--- src/hdl/ssp_params.svh ---
/* Offsets, field positions, reset values and timing counts of the sync serial port.
   Assumes a 125 MHz system clock and one register per aligned 32-bit Wishbone word. */
`ifndef SSP_PARAMS_SVH
`define SSP_PARAMS_SVH
`define SSP_A_BUF 8'h00
`define SSP_A_CON1 8'h04
`define SSP_A_STAT 8'h08
`define SSP_A_CMD 8'h0C
`define SSP_A_IRQ_ST 8'h10
`define SSP_A_IRQ_CLR 8'h14
`define SSP_A_IRQ_EN 8'h18
`define SSP_B_COLL 7
`define SSP_B_OV 6
`define SSP_B_EN 5
`define SSP_B_POL 4
`define SSP_B_SPH 7
`define SSP_B_CKE 6
`define SSP_B_SEN 0
`define SSP_B_RSEN 1
`define SSP_B_PEN 2
`define SSP_B_RCEN 3
`define SSP_B_ACKEN 4
`define SSP_B_ACKDT 5
`define SSP_I_XFER 0
`define SSP_I_COLL 1
`define SSP_I_OV 2
`define SSP_M_SPI_MST 4'h0
`define SSP_M_SPI_SLV 4'h4
`define SSP_M_I2C_MST 4'h8
`define SSP_RST_REG 8'h00
`define SSP_RST_IRQ 3'h0
`define SSP_CLK_NS 8
`define SSP_QTR_RUN_NS 40
`define SSP_QTR_LP_NS 400
`define SSP_DIV_RUN ((`SSP_QTR_RUN_NS + `SSP_CLK_NS - 1) / `SSP_CLK_NS)
`define SSP_DIV_LP ((`SSP_QTR_LP_NS + `SSP_CLK_NS - 1) / `SSP_CLK_NS)
`endif

--- src/hdl/ssp_pkg.sv ---
/* Types shared by the sync serial port: bus carriers and engine states.
   Assumes nothing from the constants header; widths and state codes are set here. */
package ssp_pkg;
   // classic wishbone request as seen by the slave
   typedef struct packed {
      logic cyc;
      logic stb;
      logic we;
      logic [7:0] adr;
      logic [3:0] sel;
      logic [31:0] dat;
   } ssp_wb_req_t;
   // slave answer
   typedef struct packed {
      logic ack;
      logic [31:0] dat;
   } ssp_wb_rsp_t;
   // engine states, gray along idle-start-bit-ack-stop
   typedef enum logic [2:0] {
      ST_IDLE = 3'b000,
      ST_START = 3'b001,
      ST_BIT = 3'b011,
      ST_ACK = 3'b010,
      ST_STOP = 3'b110
   } ssp_st_t;
endpackage : ssp_pkg

--- src/hdl/ssp_top.sv ---
/* Sync serial port: serial master/slave and two-wire master behind a Wishbone slave.
   Assumes a power controller on clk_i giving sleep/idle/low-power levels; pins are
   synchronised here, and the serial clock of a slave is sampled, not used as a clock. */
// The implementer's own choices: the Wishbone interface to the registers and the placing of the registers.
`include "ssp_params.svh"
module ssp_top #(
   parameter int DIV_RUN = `SSP_DIV_RUN,
   parameter int DIV_LP = `SSP_DIV_LP
) (
   input wire logic clk_i,
   input wire logic rst_i,
   input wire ssp_pkg::ssp_wb_req_t wb_i,
   output ssp_pkg::ssp_wb_rsp_t wb_o,
   input wire logic sleep_i,
   input wire logic idle_i,
   input wire logic lowpow_i,
   input wire logic sck_i,
   output logic sck_o,
   output logic sck_oe_o,
   input wire logic sdi_i,
   output logic sdo_o,
   input wire logic scl_i,
   output logic scl_o,
   output logic scl_oe_o,
   input wire logic sda_i,
   output logic sda_o,
   output logic sda_oe_o,
   output logic irq_o,
   output logic wake_o
);
   import ssp_pkg::*;

   logic [1:0] sck_s, sdi_s, scl_s, sda_s;
   logic sck_d, sda_d;
   logic [7:0] con1_r, buf_r, sh_r, div_r;
   logic samp_end_r, cke_r, ackdt_r, ackstat_r, rcv_r, ackmode_r;
   logic full_r, s_r, p_r, sbit_r;
   logic [2:0] irq_st_r, irq_en_r, bcnt_r, scnt_r;
   logic [1:0] ph_r;
   ssp_st_t st_r;

   ////////////////////////////////////////////////////////////////////////////////////////
   // pin synchronisers; only stage 1 is read, stage 0 feeds nothing else
   always_ff @(posedge clk_i) begin
      if (rst_i) begin
         sck_s <= 2'h0;
         sdi_s <= 2'h0;
         scl_s <= 2'h3;
         sda_s <= 2'h3;
         sck_d <= 1'b0;
         sda_d <= 1'b1;
      end else begin
         sck_s <= {sck_s[0], sck_i};
         sdi_s <= {sdi_s[0], sdi_i};
         scl_s <= {scl_s[0], scl_i};
         sda_s <= {sda_s[0], sda_i};
         sck_d <= sck_s[1];
         sda_d <= sda_s[1];
      end
   end

   ////////////////////////////////////////////////////////////////////////////////////////
   // bus decode: answer one cycle after the request is seen
   wire acc = wb_i.cyc & wb_i.stb & ~wb_o.ack;
   wire wr = acc & wb_i.we & wb_i.sel[0];
   wire rd = acc & ~wb_i.we;
   wire [7:0] adr = wb_i.adr;
   wire [7:0] wd = wb_i.dat[7:0];
   wire wr_buf = wr & (adr == `SSP_A_BUF);
   wire wr_con1 = wr & (adr == `SSP_A_CON1);
   wire wr_stat = wr & (adr == `SSP_A_STAT);
   wire wr_cmd = wr & (adr == `SSP_A_CMD);
   wire wr_iclr = wr & (adr == `SSP_A_IRQ_CLR);
   wire wr_ien = wr & (adr == `SSP_A_IRQ_EN);
   wire rd_buf = rd & (adr == `SSP_A_BUF);

   // mode decode
   wire en = con1_r[`SSP_B_EN];
   wire idle_pol = con1_r[`SSP_B_POL];
   wire [3:0] mode = con1_r[3:0];
   wire spim = en & (mode == `SSP_M_SPI_MST);
   wire spis = en & (mode == `SSP_M_SPI_SLV);
   wire i2cm = en & (mode == `SSP_M_I2C_MST);
   wire busy = (st_r != ST_IDLE);
   wire sbusy = spis & (scnt_r != 3'h0);

   // no queueing: a buffer write during any operation is dropped
   wire coll_ev = wr_buf & (busy | sbusy);
   wire go_buf = wr_buf & ~busy & ~sbusy;

   // software actions, one at a time, only while the engine rests
   wire cmd_ok = wr_cmd & i2cm & ~busy;
   wire go_start = cmd_ok & (wd[`SSP_B_SEN] | wd[`SSP_B_RSEN]);
   wire go_stop = cmd_ok & wd[`SSP_B_PEN];
   wire go_rcv = cmd_ok & wd[`SSP_B_RCEN];
   wire go_ack = cmd_ok & wd[`SSP_B_ACKEN];

   // bit-rate divider; slower quarter period in reduced power, frozen in sleep
   wire [7:0] div_lim = lowpow_i ? 8'(DIV_LP - 1) : 8'(DIV_RUN - 1);
   // at or past the limit, so a drop out of reduced power never overshoots and wraps
   wire tick = busy & ~sleep_i & (div_r >= div_lim);

   // slave clock edges seen through the synchroniser
   wire sck_chg = sck_s[1] ^ sck_d;
   wire lead = sck_chg & (sck_d == idle_pol);
   wire trail = sck_chg & (sck_d != idle_pol);
   wire samp_e = spis & (cke_r ? lead : trail);
   wire shft_e = spis & (cke_r ? trail : lead);

   // incoming bit: mid-bit capture or end-of-bit sample
   wire rx_bit = samp_end_r ? sdi_s[1] : sbit_r;
   wire in_bit = spis ? sdi_s[1] : (spim ? rx_bit : sbit_r);
   wire [7:0] sh_in = {sh_r[6:0], in_bit};
   wire last = (bcnt_r == 3'h7);
   wire bit_end_spi = spim & tick & (st_r == ST_BIT) & ph_r[0];
   wire bit_end_i2c = i2cm & tick & (st_r == ST_BIT) & (ph_r == 2'h3);
   wire slv_done = samp_e & (scnt_r == 3'h7);
   wire rx_load = slv_done | (bit_end_spi & last) | (bit_end_i2c & last & rcv_r);
   wire ack_done = i2cm & tick & (st_r == ST_ACK) & (ph_r == 2'h3);
   wire ovf_ev = rx_load & full_r;

   // bus watcher: start and stop seen on the lines
   wire start_det = i2cm & scl_s[1] & sda_d & ~sda_s[1];
   wire stop_det = i2cm & scl_s[1] & ~sda_d & sda_s[1];
   wire xfer_ev = rx_load | ack_done | start_det | stop_det;
   wire [2:0] irq_set = {ovf_ev, coll_ev, xfer_ev};

   // read mux; unmapped and write-only offsets read as zero
   wire [7:0] stat_v = {samp_end_r, cke_r, 1'b0, p_r, s_r, 2'h0, full_r};
   wire [7:0] cmd_v = {busy, ackstat_r, ackdt_r, 5'h00};
   wire [7:0] rdv = (adr == `SSP_A_BUF) ? buf_r :
                    (adr == `SSP_A_CON1) ? con1_r :
                    (adr == `SSP_A_STAT) ? stat_v :
                    (adr == `SSP_A_CMD) ? cmd_v :
                    (adr == `SSP_A_IRQ_ST) ? {5'h00, irq_st_r} :
                    (adr == `SSP_A_IRQ_EN) ? {5'h00, irq_en_r} : 8'h00;

   ////////////////////////////////////////////////////////////////////////////////////////
   // wishbone answer
   always_ff @(posedge clk_i) begin
      if (rst_i) begin
         wb_o.ack <= 1'b0;
         wb_o.dat <= 32'h00000000;
      end else begin
         wb_o.ack <= acc;
         wb_o.dat <= acc ? {24'h000000, rdv} : 32'h00000000;
      end
   end

   // control registers; hardware flags win over a clearing write
   always_ff @(posedge clk_i) begin
      if (rst_i) begin
         con1_r <= `SSP_RST_REG;
         samp_end_r <= 1'b0;
         cke_r <= 1'b0;
         ackdt_r <= 1'b0;
      end else begin
         con1_r[`SSP_B_COLL] <= coll_ev | (con1_r[`SSP_B_COLL] & ~(wr_con1 & ~wd[7]));
         con1_r[`SSP_B_OV] <= ovf_ev | (con1_r[`SSP_B_OV] & ~(wr_con1 & ~wd[6]));
         if (wr_con1) con1_r[5:0] <= wd[5:0];
         if (wr_stat) samp_end_r <= wd[`SSP_B_SPH];
         if (wr_stat) cke_r <= wd[`SSP_B_CKE];
         if (wr_cmd) ackdt_r <= wd[`SSP_B_ACKDT];
      end
   end

   // receive buffer; an overrun keeps the older byte
   always_ff @(posedge clk_i) begin
      if (rst_i) begin
         buf_r <= `SSP_RST_REG;
         full_r <= 1'b0;
      end else begin
         if (rx_load & ~full_r) buf_r <= sh_in;
         full_r <= rx_load | (full_r & ~rd_buf);
      end
   end

   // start/stop seen bits, cleared whenever two-wire master is off
   always_ff @(posedge clk_i) begin
      if (rst_i || !i2cm) begin
         s_r <= 1'b0;
         p_r <= 1'b0;
      end else if (start_det) begin
         s_r <= 1'b1;
         p_r <= 1'b0;
      end else if (stop_det) begin
         s_r <= 1'b0;
         p_r <= 1'b1;
      end
   end

   // interrupt status, clear and enable; wake only where the power state allows it
   always_ff @(posedge clk_i) begin
      if (rst_i) begin
         irq_st_r <= `SSP_RST_IRQ;
         irq_en_r <= `SSP_RST_IRQ;
         irq_o <= 1'b0;
         wake_o <= 1'b0;
         scl_o <= 1'b0;
         sda_o <= 1'b0;
      end else begin
         irq_st_r <= irq_set | (irq_st_r & ~(wr_iclr ? wd[2:0] : 3'h0));
         if (wr_ien) irq_en_r <= wd[2:0];
         irq_o <= |(irq_st_r & irq_en_r);
         wake_o <= irq_st_r[`SSP_I_XFER] & irq_en_r[`SSP_I_XFER] &
                   ((spis & sleep_i) | idle_i);
         scl_o <= 1'b0;
         sda_o <= 1'b0;
      end
   end

   ////////////////////////////////////////////////////////////////////////////////////////
   // transfer engine; disabling aborts whatever runs, like reset
   always_ff @(posedge clk_i) begin
      if (rst_i || !en) begin
         st_r <= ST_IDLE;
         ph_r <= 2'h0;
         bcnt_r <= 3'h0;
         scnt_r <= 3'h0;
         div_r <= 8'h00;
         sh_r <= 8'h00;
         sbit_r <= 1'b0;
         rcv_r <= 1'b0;
         ackmode_r <= 1'b0;
         ackstat_r <= 1'b0;
         sck_o <= 1'b0;
         sck_oe_o <= 1'b0;
         sdo_o <= 1'b0;
         scl_oe_o <= 1'b0;
         sda_oe_o <= 1'b0;
      end else begin
         sck_oe_o <= spim;
         // sleep holds the divider so the bit in flight keeps its timing
         div_r <= (!busy || tick) ? 8'h00 : (sleep_i ? div_r : div_r + 8'h01);
         if (tick) ph_r <= ph_r + 2'h1;
         // slave shifts on the external clock edges, in any power state
         if (samp_e) begin
            sh_r <= sh_in;
            scnt_r <= scnt_r + 3'h1;
         end
         if (shft_e) sdo_o <= sh_r[7];
         unique case (st_r)
            ST_IDLE: begin
               ph_r <= 2'h0;
               bcnt_r <= 3'h0;
               if (spim) sck_o <= idle_pol;
               if (go_buf) begin
                  sh_r <= wd;
                  sdo_o <= wd[7];
                  rcv_r <= 1'b0;
                  if (!spis) st_r <= ST_BIT;
               end else if (go_start) begin
                  st_r <= ST_START;
               end else if (go_stop) begin
                  st_r <= ST_STOP;
               end else if (go_rcv) begin
                  rcv_r <= 1'b1;
                  st_r <= ST_BIT;
               end else if (go_ack) begin
                  ackmode_r <= 1'b1;
                  st_r <= ST_ACK;
               end
            end
            ST_BIT: begin
               if (tick && spim) begin
                  if (!ph_r[0]) begin
                     sck_o <= ~idle_pol;
                     if (!samp_end_r) sbit_r <= sdi_s[1];
                     if (!cke_r) sdo_o <= sh_r[7];
                  end else begin
                     sck_o <= idle_pol;
                     sh_r <= sh_in;
                     bcnt_r <= bcnt_r + 3'h1;
                     if (cke_r) sdo_o <= sh_r[6];
                     if (last) st_r <= ST_IDLE;
                  end
               end else if (tick) begin
                  // two-wire bit: data while clock low, sample while high
                  unique case (ph_r)
                     2'h0: sda_oe_o <= ~rcv_r & ~sh_r[7];
                     2'h1: scl_oe_o <= 1'b0;
                     2'h2: sbit_r <= sda_s[1];
                     2'h3: begin
                        scl_oe_o <= 1'b1;
                        sh_r <= sh_in;
                        bcnt_r <= bcnt_r + 3'h1;
                        if (last) begin
                           st_r <= rcv_r ? ST_IDLE : ST_ACK;
                           ackmode_r <= 1'b0;
                        end
                     end
                  endcase
               end
            end
            ST_ACK: begin
               // ninth clock: send our acknowledge or read the slave's
               if (tick) begin
                  unique case (ph_r)
                     2'h0: sda_oe_o <= ackmode_r & ~ackdt_r;
                     2'h1: scl_oe_o <= 1'b0;
                     2'h2: if (!ackmode_r) ackstat_r <= sda_s[1];
                     2'h3: begin
                        scl_oe_o <= 1'b1;
                        st_r <= ST_IDLE;
                     end
                  endcase
               end
            end
            ST_START: begin
               // same pattern serves a first start and a repeated start
               if (tick) begin
                  unique case (ph_r)
                     2'h0: sda_oe_o <= 1'b0;
                     2'h1: scl_oe_o <= 1'b0;
                     2'h2: sda_oe_o <= 1'b1;
                     2'h3: begin
                        scl_oe_o <= 1'b1;
                        st_r <= ST_IDLE;
                     end
                  endcase
               end
            end
            ST_STOP: begin
               if (tick) begin
                  unique case (ph_r)
                     2'h0: sda_oe_o <= 1'b1;
                     2'h1: scl_oe_o <= 1'b0;
                     2'h2: sda_oe_o <= 1'b0;
                     2'h3: st_r <= ST_IDLE;
                  endcase
               end
            end
            default: st_r <= ST_IDLE;
         endcase
      end
   end

   // awake cycles spent in stop; sleep may stretch a stop without limit, so it is not counted
   localparam int STOP_MAX = 4 * DIV_LP;
   logic [9:0] stop_age_r;
   always_ff @(posedge clk_i) begin
      if (rst_i || st_r != ST_STOP) begin
         stop_age_r <= 10'h000;
      end else if (!sleep_i) begin
         stop_age_r <= stop_age_r + 10'h001;
      end
   end
   wire stop_late = (stop_age_r > 10'(STOP_MAX));
endmodule : ssp_top

--- config.mk ---
export PLATFORM = sky130hd
export DESIGN_NAME = ssp_top
export DESIGN_NICKNAME = d
export VERILOG_FILES = /design/src/hdl/ssp_pkg.sv /design/src/hdl/ssp_top.sv
export VERILOG_INCLUDE_DIRS = /design/src /design/src/hdl
export SDC_FILE = /design/constraint.sdc
export NUM_CORES = 1
export LEC_CHECK = 0
export BUFFER_PORTS_ARGS = -buffer_cell sky130_fd_sc_hd__clkbuf_2
export CORE_MARGIN = 4
export CORE_UTILIZATION = 49
export DETAILED_ROUTE_END_ITERATION = 10
export PLACE_DENSITY = 0.88
export SYNTH_ARGS = -nofsm -noshare
export SYNTH_HDL_FRONTEND = slang
export SYNTH_SLANG_ARGS = --single-unit
--- constraint.sdc ---
create_clock -name clk_i -period 2.4 [get_ports clk_i]
set_clock_uncertainty 0.2 [all_clocks]
set_input_delay 0.12 -clock clk_i [delete_from_list [all_inputs] [get_ports clk_i]]
set_output_delay 0.12 -clock clk_i [all_outputs]
set_load 0.01 [all_outputs]
# After elaboration in Yosys (flattened, before gate mapping)

Index checks and enable logic that the tools add are counted.

Bits in registers: 109
Bits in latches: 0
Bits in writable memories: 0
Bits in read-only memories: 0
Bits of input ports: 56
Logic and storage cells: 313
Memories: 0

Add/subtract/negate cells: 4
$mul: 0
Divide/modulo/power cells: 0
Order comparisons: 1
Equality and inequality tests: 51
Shift-type cells: 0
Multiplexer cells: 89
Bitwise logic cells: 95
Reductions and logical operators: 36

Operators by type and width:

| cell                | number |
|---|---|
| $mux 8              | 10 |
| $mux 3              | 21 |
| $and 1x1->1         | 60 |
| $mux 1              | 45 |
| $ne 2x2->1 const B  | 16 |
| $eq 8x5->1 const B  | 3 |
| $reduce_and 10->1   | 2 |
| $not 1->1           | 19 |
| $eq 8x4->1 const B  | 2 |
| $pmux 8 s2          | 1 |
| $reduce_and 4->1    | 4 |
| $ne 3x3->1 const B  | 5 |
| $ne 2x1->1 const B  | 7 |
| $pmux 1 s2          | 6 |
| $or 1x1->1          | 11 |
| $reduce_bool 2->1   | 5 |
| $reduce_or 2->1     | 5 |
| $eq 3x3->1 const B  | 3 |
| $pmux 3 s3          | 1 |
| $reduce_and 9->1    | 1 |
| $reduce_bool 3->1   | 3 |
| $add 8x1->8 const B | 1 |
| $eq 8x3->1 const B  | 1 |
| $ge 8x6->1          | 1 |
| other kinds (33)    | 43 |

# Longest topological paths before layout

Gate-level depths: netlist (run 1).

Word-level depth: 14
Mapped depth: 9
Depth with buffers taken out: 8

# Worst setup path before layout (run 1)

No wires, ideal clock.

Path kind: flip-flop to flip-flop
From: register div_r[0]
To: register sh_r[7]
Data arrival time: 2.221 ns
Setup slack: -0.138 ns
Cell stages (with the launch flop): 9
Clock period less this slack: 2.538 ns
Path through: dfxtp_1 > inv_1 > ha_1 > nor4_1 > and2_1 > o32a_1 > o32ai_1 > mux2_2 > a22o_1

Longest elaborated chain between the ends: 5
Elaborated cells between the ends (all ways): 6
Those cells by class: order compare: 1; mux: 3; bitwise: 1; reduce/logical: 1

Ends and longest elaborated chain:

| what                                        | line                           | text |
|---|---|---|
| start: declaration                          | ssp_top.sv:35                  | `logic [7:0] con1_r, buf_r, sh_r, div_r;` |
| start signal: assignment                    | ssp_top.sv:234                 | `div_r <= (!busy \|\| tick) ? 8'h00 : (sleep_i ? div_r : div_r + 8'h01);` |
| $ge 8x6->1 *                                | ssp_top.sv:101                 | `wire tick = busy & ~sleep_i & (div_r >= div_lim);` |
| $and 1x1->1 *                               | ssp_top.sv:101                 |  |
| $mux 8 or $logic_and 1x1->1 (tied branches) | ssp_top.sv:277, ssp_top.sv:265 |  |
| $mux 8 *                                    | ssp_top.sv:265                 | `if (tick && spim) begin` |
| $pmux 8 s2 *                                | ssp_top.sv:242                 | `unique case (st_r)` |
| end signal: assignment                      | ssp_top.sv:248                 | `sh_r <= wd;` |
| end signal: assignment                      | ssp_top.sv:272                 | `sh_r <= sh_in;` |
| end signal: assignment                      | ssp_top.sv:285                 | `sh_r <= sh_in;` |
| end: declaration                            | ssp_top.sv:35                  |  |

Every way passes the cells marked *; elsewhere a longest branch is shown, timed or not.
A chain may end at the register's enable or synchronous reset.

# Worst setup path in the final report (run 1)

Ends and elaborated chain as after synthesis.

==> results of run 1 <==
-- Yosys cell counts (all sizes together) (8+ instances only) --
| cell | n | share of area, % |
|---|---|---|
| mux2 | 13 | 3.2 |
| nor2b | 13 | 1.8 |
| buf | 32 | 5.0 |
| or2 | 8 | 1.1 |
| mux2i | 27 | 5.9 |
| nand2b | 11 | 1.5 |
| nor3 | 12 | 1.4 |
| nor2 | 56 | 4.6 |
| nand2 | 44 | 3.6 |
| dfxtp | 85 | 37 |
| a22oi | 14 | 2.3 |
| o21ai | 15 | 1.7 |
| inv | 12 | 0.99 |
| nand3 | 17 | 2.0 |
| clkbuf | 23 | 1.9 |
| a21oi | 33 | 3.6 |
| ha | 14 | 3.9 |
| and3 | 9 | 1.2 |
-- how the worst max path moves through the flow --
stage | to | slack (ps) | depth (start not counted)
6_report | sh_r[7]$_SDFF_PP0_ | -40 | 8
3_5_place_dp | st_r[1]$_SDFFE_PP0P_ | -220 | 8
2_1_floorplan | st_r[1]$_SDFFE_PP0P_ | -20 | 8
5_1_grt | irq_st_r[0]$_SDFF_PP0_ | -130 | 8
3_3_place_gp | st_r[1]$_SDFFE_PP0P_ | -190 | 8
4_1_cts | sh_r[7]$_SDFF_PP0_ | 0.7 | 8
-- per-layer routing --
layer	up-vias	wire, µm	share of wire (%)	global-route usage [%]
li1	2076	-	-	-
met1	2159	5400	37	28.8
met2	335	6800	47	41.7
met3	95	1390	9.6	4.84
met4	0	938	6.5	16.0
met5	-	0	0	0
-- power groups by stage --
| stage | clock (mW) | sequential, mW | combinational, mW |
|---|---|---|---|
| after floorplan | 0 | 1.45 | 0.0977 |
| after global placement | 0 | 1.45 | 0.115 |
| after detailed placement | 0 | 1.45 | 0.120 |
| after CTS | 1.08 | 1.42 | 0.152 |
| after global routing | 1.15 | 1.42 | 0.177 |
| final | 1.09 | 1.42 | 0.166 |
-- cell families after synthesis --
logic type                 share of synthesized area (%)
xor gates and xnor gates                            2.51
AOI/OAI and AO/OA                                   15.4
other                                             0.0825
adders and majority gates                           3.86
buffers and inverters                               7.85
DFF                                                 37.5
and+or+nand+nor                                     23.7
muxes                                               9.17
-- layout make-up --
class	count	area share [%]
Multi-Input combinational cell	403	47.7
Tap cell	108	2.31
Clock buffer	10	2.35
Inverter	12	0.769
Sequential cell	85	29.1
Clock inverter	6	1.18
Timing Repair Buffer	134	16.6
-- registers in the layout, indices dropped and copies added (netlist names), 2 cells and up --
signal / flops
scnt_r: 3
irq_en_r: 3
con1_r: 8
wb_o: 9
sh_r: 8
sck_s: 2
st_r: 3
ph_r: 2
irq_st_r: 3
scl_s: 2
sda_s: 2
sdi_s: 2
div_r: 8
buf_r: 8
bcnt_r: 3
-- worst register-to-register path: stages, from the launching register on --
cell and delay, ps:
dfxtp_2 340, inv_2 50, ha_4 250, nor4_2 40, and2_4 150, o32a_4 420
o32ai_4 340, mux2_4 330, a22o_1 210
-- what timing repair did --
item                                    in CTS  in global routing
gates resized for setup                     15                 27
endpoints found under the hold margin       31                  0
endpoints found under the setup margin      23                 41
hold buffers                                20                  0
buffers inserted                             3                 10
pin swaps                                    6                  5
cloned                                       0                  1
==> results.md, run 1 <==
- Ports: 98
- Critical Path RT: 2470 ps
- Fill count: 612
- Initial antenna violation count: 0
- Synth-to-Final Area Change: 28.9%
- Sw power: 0.671 mW
- Critical-path top delay cell: o32a_4
- Die height: 104 µm
- Worst hold slack: 129 ps
- Rel. slew slack: between 40% and 50%
- Power density cells: 457 nW/µm²
- Fmax: just over 400 MHz
- Share of post-route cells with drive strength above 1: 28.9%
- Slowest stage delay, CP: 420 ps
- Final wirelength: 14500 µm
- Hpwl dp: ~9500 µm
- Worst vdd ir: ~0.45 mV
- Commonest non-fill, non-tap cell in the layout: dfxtp_1
- Cts bufs inserted: 9
- Finished Cell Area: 5850 µm²
- Clock Pin Slew Worst Setup and Hold Paths: approximately 100 ps
- Register Area: roughly 1700 µm²
- PortBufs: 44
- Leak pwr: 2.32 nW
- Full die area: between 10000 and 15000 µm²
- Hold path endpoint: ackdt_r$_SDFFE_PP0N_
- Clock root cell: clkbuf_8
- Power Total: 2.68 mW
- Seq cells post-synth: 85
- Final nets: slightly above 700
- Via density: between 6 and 7
- Sink Count: 85
- Wirelength per Cell: about 19 µm
- # setup viols final: 2
- Diode count: 0
- Clock power share: roughly two fifths
- Worst setup SP type: flip-flop
- DP Cell Count: 709
- Drt pass-1 iters: 5
- Worst Hold Launch: wb_i[32]
- Most frequent cells in the layout: dfxtp_1 (82), buf_4 (66), nor2_1 (56), nand2_1 (44), clkbuf_2 (44)
- Final Non-Filler Cells: between 700 and 800
- CTS H-tree depth: 3
- Global-route wire length before repair: 22000 µm
- EDFF count, synth: 0
- Area of the core: 8890 µm²
- R2R depth: 8
- Cell Rows: 34
- Synthesized instance count: 530
- Failing checks: setup timing
- Post-Route Utilization: 65.8%
- Buffers & Inverters on Critical Path: 1
- Ys flop type: dfxtp_1
- Synth async-reset ratio: 0%
- Reg2reg start: div_r[0]$_SDFFE_PP0N_
- Vias in the first global route: 4505
- Register area share after synthesis: 37.5%
- First DRT Iteration DRCs: 577
- Final-report hold violation count: 0
- CP Capture Type: flip-flop
- Slew @ Worst Pin: 747 ps
- Multi-input gate area: about 2800 µm²
- Final Max Slew Viols: 0
- Via count: 4665
- Pre-CTS setup slack: -223 ps
- DP Area: 5130 µm²
- GP Congestion: 0.936
- GRT Total Usage: 24.9%
- Max Cap Viol: 0
- Cell variety after synth: 62
- Worst setup margin: -40.3 ps
- Remaining Overflow, GRT: 0
- Reg2Reg Setup Slack: -40 ps
- Status: complete, but fails checks
- WP data arrival: about 2500 ps
- Sequential power share: 53.2%
- Period utilisation layout: 102%
- Gate power share: 6.2%
- CP Launch Point: div_r[0]$_SDFFE_PP0N_
- Warning count from the yosys run: 0
- Mapped Area: 4540 µm²
- CP max FO: 6
- Sw Ratio: 25.1%
- Crit path cell chain: inv_2 > ha_4 > nor4_2 > and2_4 > o32a_4 > o32ai_4 > mux2_4 > a22o_1
- Drt drc: 0
- Clk_lat worst skew: 370 ps
- Final Critical Period: 2440 ps
- WS Path Type: flip-flop to flip-flop
- CTS Buffer Depth: 2
- CTS tree: done
- Worst min path class: input port to flip-flop
- Syn Area/Cell: 8.57 µm²
- WHS Path Cells: 5
- RSZ-0062 raised after global routing: yes
- Post-DRT Antenna Nets: 0
- Int Power: 2.01 mW
- Die width: 104 µm
- Largest net degree at the start of global routing: 23
- Worst R2R End: sh_r[7]$_SDFF_PP0_
- TNS Setup: -58.2 ps
- Delay-heaviest family, CP: compound AO/OA/AOI/OAI gates
- Initial Util: 51.1%
No activity file was read; power rests on OpenSTA's default activity.
==> inputs of run 2 (changes only) <==
CORE_UTILIZATION = 50   (was 49)
PLACE_DENSITY = 0.86   (was 0.88)
clock period = 3.1 ns   (was 2.4 ns; I/O delays follow)
==> results.md, run 2 (synthesized netlist as in run 1, its figures left out) <==
- Status: complete, no violations (was complete, but fails checks)
- Diode count: 0 (unchanged)
- Largest net degree at the start of global routing: 39 (was 23)
- Final-report hold violation count: 0 (unchanged)
- Max FFs per register: 9 (unchanged)
- Initial antenna violation count: 0 (unchanged)
- CTS Buffer Depth: 2 (unchanged)
- Fill count: 755 (was 612)
- Die height: 103 µm (was 104 µm)
- GRT Total Usage: 22.4% (was 24.9%)
- Remaining Overflow, GRT: 0 (unchanged)
- Share of post-route cells with drive strength above 1: 18.6% (was 28.9%)
- Post-Route Utilization: 58.9% (was 65.8%)
- Initial Util: 51.8% (was 51.1%)
- Slowest stage delay, CP: 790 ps (was 420 ps)
- Period utilisation layout: 93.1% (was 102%)
- CTS H-tree depth: 3 (unchanged)
- Final wirelength: 11700 µm (was 14500 µm)
- Ports: 98 (unchanged)
- Sink Count: 85 (unchanged)
- First DRT Iteration DRCs: 406 (was 577)
- Slew @ Worst Pin: 962 ps (was 747 ps)
- Finished Cell Area: 5160 µm² (was 5850 µm²)
- CP Capture Type: flip-flop (unchanged)
- Most frequent cells in the layout: dfxtp_1 (85), nor2_1 (56), nand2_1 (44), clkbuf_2 (44), a21oi_1 (33) (was dfxtp_1 (82), buf_4 (66), nor2_1 (56), nand2_1 (44), clkbuf_2 (44))
- DP Area: 4830 µm² (was 5130 µm²)
- Final Max Slew Viols: 0 (unchanged)
- Wirelength per Cell: 16.8 µm (was 19.2 µm)
- RSZ-0062 raised after global routing: no (was yes)
- Critical-path top delay cell: o32ai_1 (was o32a_4)
- Via count: 4140 (was 4665)
- Worst min path class: input port to flip-flop (unchanged)
- Post-DRT Antenna Nets: 0 (unchanged)
- Clock root cell: clkbuf_8 (unchanged)
- Worst vdd ir: 0.314 mV (was 0.445 mV)
- Via density: 5.92 (was 6.15)
- Register with the most flip-flops: wb_o (unchanged)
- Power density cells: 399 nW/µm² (was 457 nW/µm²)
- WS Path Type: flip-flop to flip-flop (unchanged)
- Rel. slew slack: 35.6% (was 50.0%)
- Full die area: 10700 µm² (was 10900 µm²)
- PortBufs: 44 (unchanged)
- Leak pwr: 2.00 nW (was 2.32 nW)
- Fmax: 347 MHz (was 410 MHz)
- Delay-heaviest family, CP: compound AO/OA/AOI/OAI gates (unchanged)
- Hpwl dp: 8640 µm (was 9460 µm)
- Final nets: 657 (was 715)
- Clk_lat worst skew: 360 ps (was 370 ps)
- Cts bufs inserted: 9 (unchanged)
- Clock Pin Slew Worst Setup and Hold Paths: 80 ps (was 100 ps)
- Worst setup SP type: flip-flop (unchanged)
- Post-CTS Setup Bufs: 0 (was 3)
- # setup viols final: 0 (was 2)
- GP Congestion: 0.966 (was 0.936)
- Die width: 103 µm (was 104 µm)
- Max Cap Viol: 0 (unchanged)
- Critical Path RT: 3160 ps (was 2470 ps)
- Final Critical Period: 2890 ps (was 2440 ps)
- Area of the core: 8760 µm² (was 8890 µm²)
- Final Non-Filler Cells: 699 (was 758)
- CTS tree: done (unchanged)
- Drt pass-1 iters: 5 (unchanged)
- Synth-to-Final Area Change: 13.7% (was 28.9%)
- Reg2Reg Setup Slack: 210 ps (was -40 ps)
- Cell Rows: 34 (unchanged)
- Global-route wire length before repair: 18600 µm (was 22000 µm)
- Commonest non-fill, non-tap cell in the layout: dfxtp_1 (unchanged)
- CP max FO: 7 (was 6)
- Crit path cell chain: inv_1 > ha_1 > nor4_1 > and2_1 > o32ai_1 > nand3_1 > o21bai_1 > a32o_1 (was inv_2 > ha_4 > nor4_2 > and2_4 > o32a_4 > o32ai_4 > mux2_4 > a22o_1)
- Vias in the first global route: 3795 (was 4505)
- TNS Setup: 0 ps (was -58.2 ps)
- DP Cell Count: 672 (was 709)
- Buffers & Inverters on Critical Path: 1 (unchanged)
- Drt drc: 0 (unchanged)
- WP data arrival: 2940 ps (was 2510 ps)
==> run 2: per-stage QoR <==
stage,worst slack (ps),power (mW),hold slack [ps]
floorplan,562,1.20,58.8
global placement,304,1.21,137
detailed placement,150,1.21,142
CTS,155,2.07,3.08
global route,41.5,2.13,5.55
finish,215,2.06,21.8
==> run 2: layout make-up <==
class                      instances  area, µm²  area share [%]
clock buffer                      10        128            2.47
sequential                        85       1700            32.9
tap                              108        135            2.62
inverter                          12       45.0           0.872
clock inverter                     5       85.1            1.65
timing repair buffer              76        490            9.50
multi-input combinational        403       2580            50.0
==> run 2: metal layers <==
metal,global-route usage (%),wire (µm)
met1,29.3,4830
met2,35.0,5410
met3,6.17,1090
met4,9.56,416
met5,0,0
==> run 2: tightest hold or removal path, delay by kind of cell <==
kind                   cells  cell delay [ps]
AOI/OAI and AO/OA          1              120
and+or+nand+nor            3              180
buffers and inverters      1               90
==> run 2: power breakdown <==
part           internal, mW  total [mW]  switching, mW  leakage (nW)
Clock                 0.454       0.858          0.404         0.103
Combinational        0.0397       0.102         0.0619          1.21
Sequential             1.10        1.10        0.00374         0.686
Total                  1.59        2.06          0.469          2.00
==> run 2: what timing repair did <==
item | 4_1_cts | 5_1_grt
endpoints found under the hold margin | 18 | 0
endpoints found under the setup margin | 0 | 1
gates resized for setup | 0 | 1
hold buffers | 12 | 0
==> run 2: path summary, 6_finish.rpt <==
| check | from | end | cells past startpoint |
|---|---|---|---|
| hold reg to reg | scl_s[0]$_SDFF_PP1_ | scl_s[1]$_SDFF_PP1_ | 1 |
| setup reg to reg | div_r[0]$_SDFFE_PP0N_ | sdo_o$_SDFF_PP0_ | 8 |
| setup / recovery | div_r[0]$_SDFFE_PP0N_ | sdo_o$_SDFF_PP0_ | 8 |
| hold / removal | wb_i[44] | full_r$_SDFF_PP0_ | 5 |
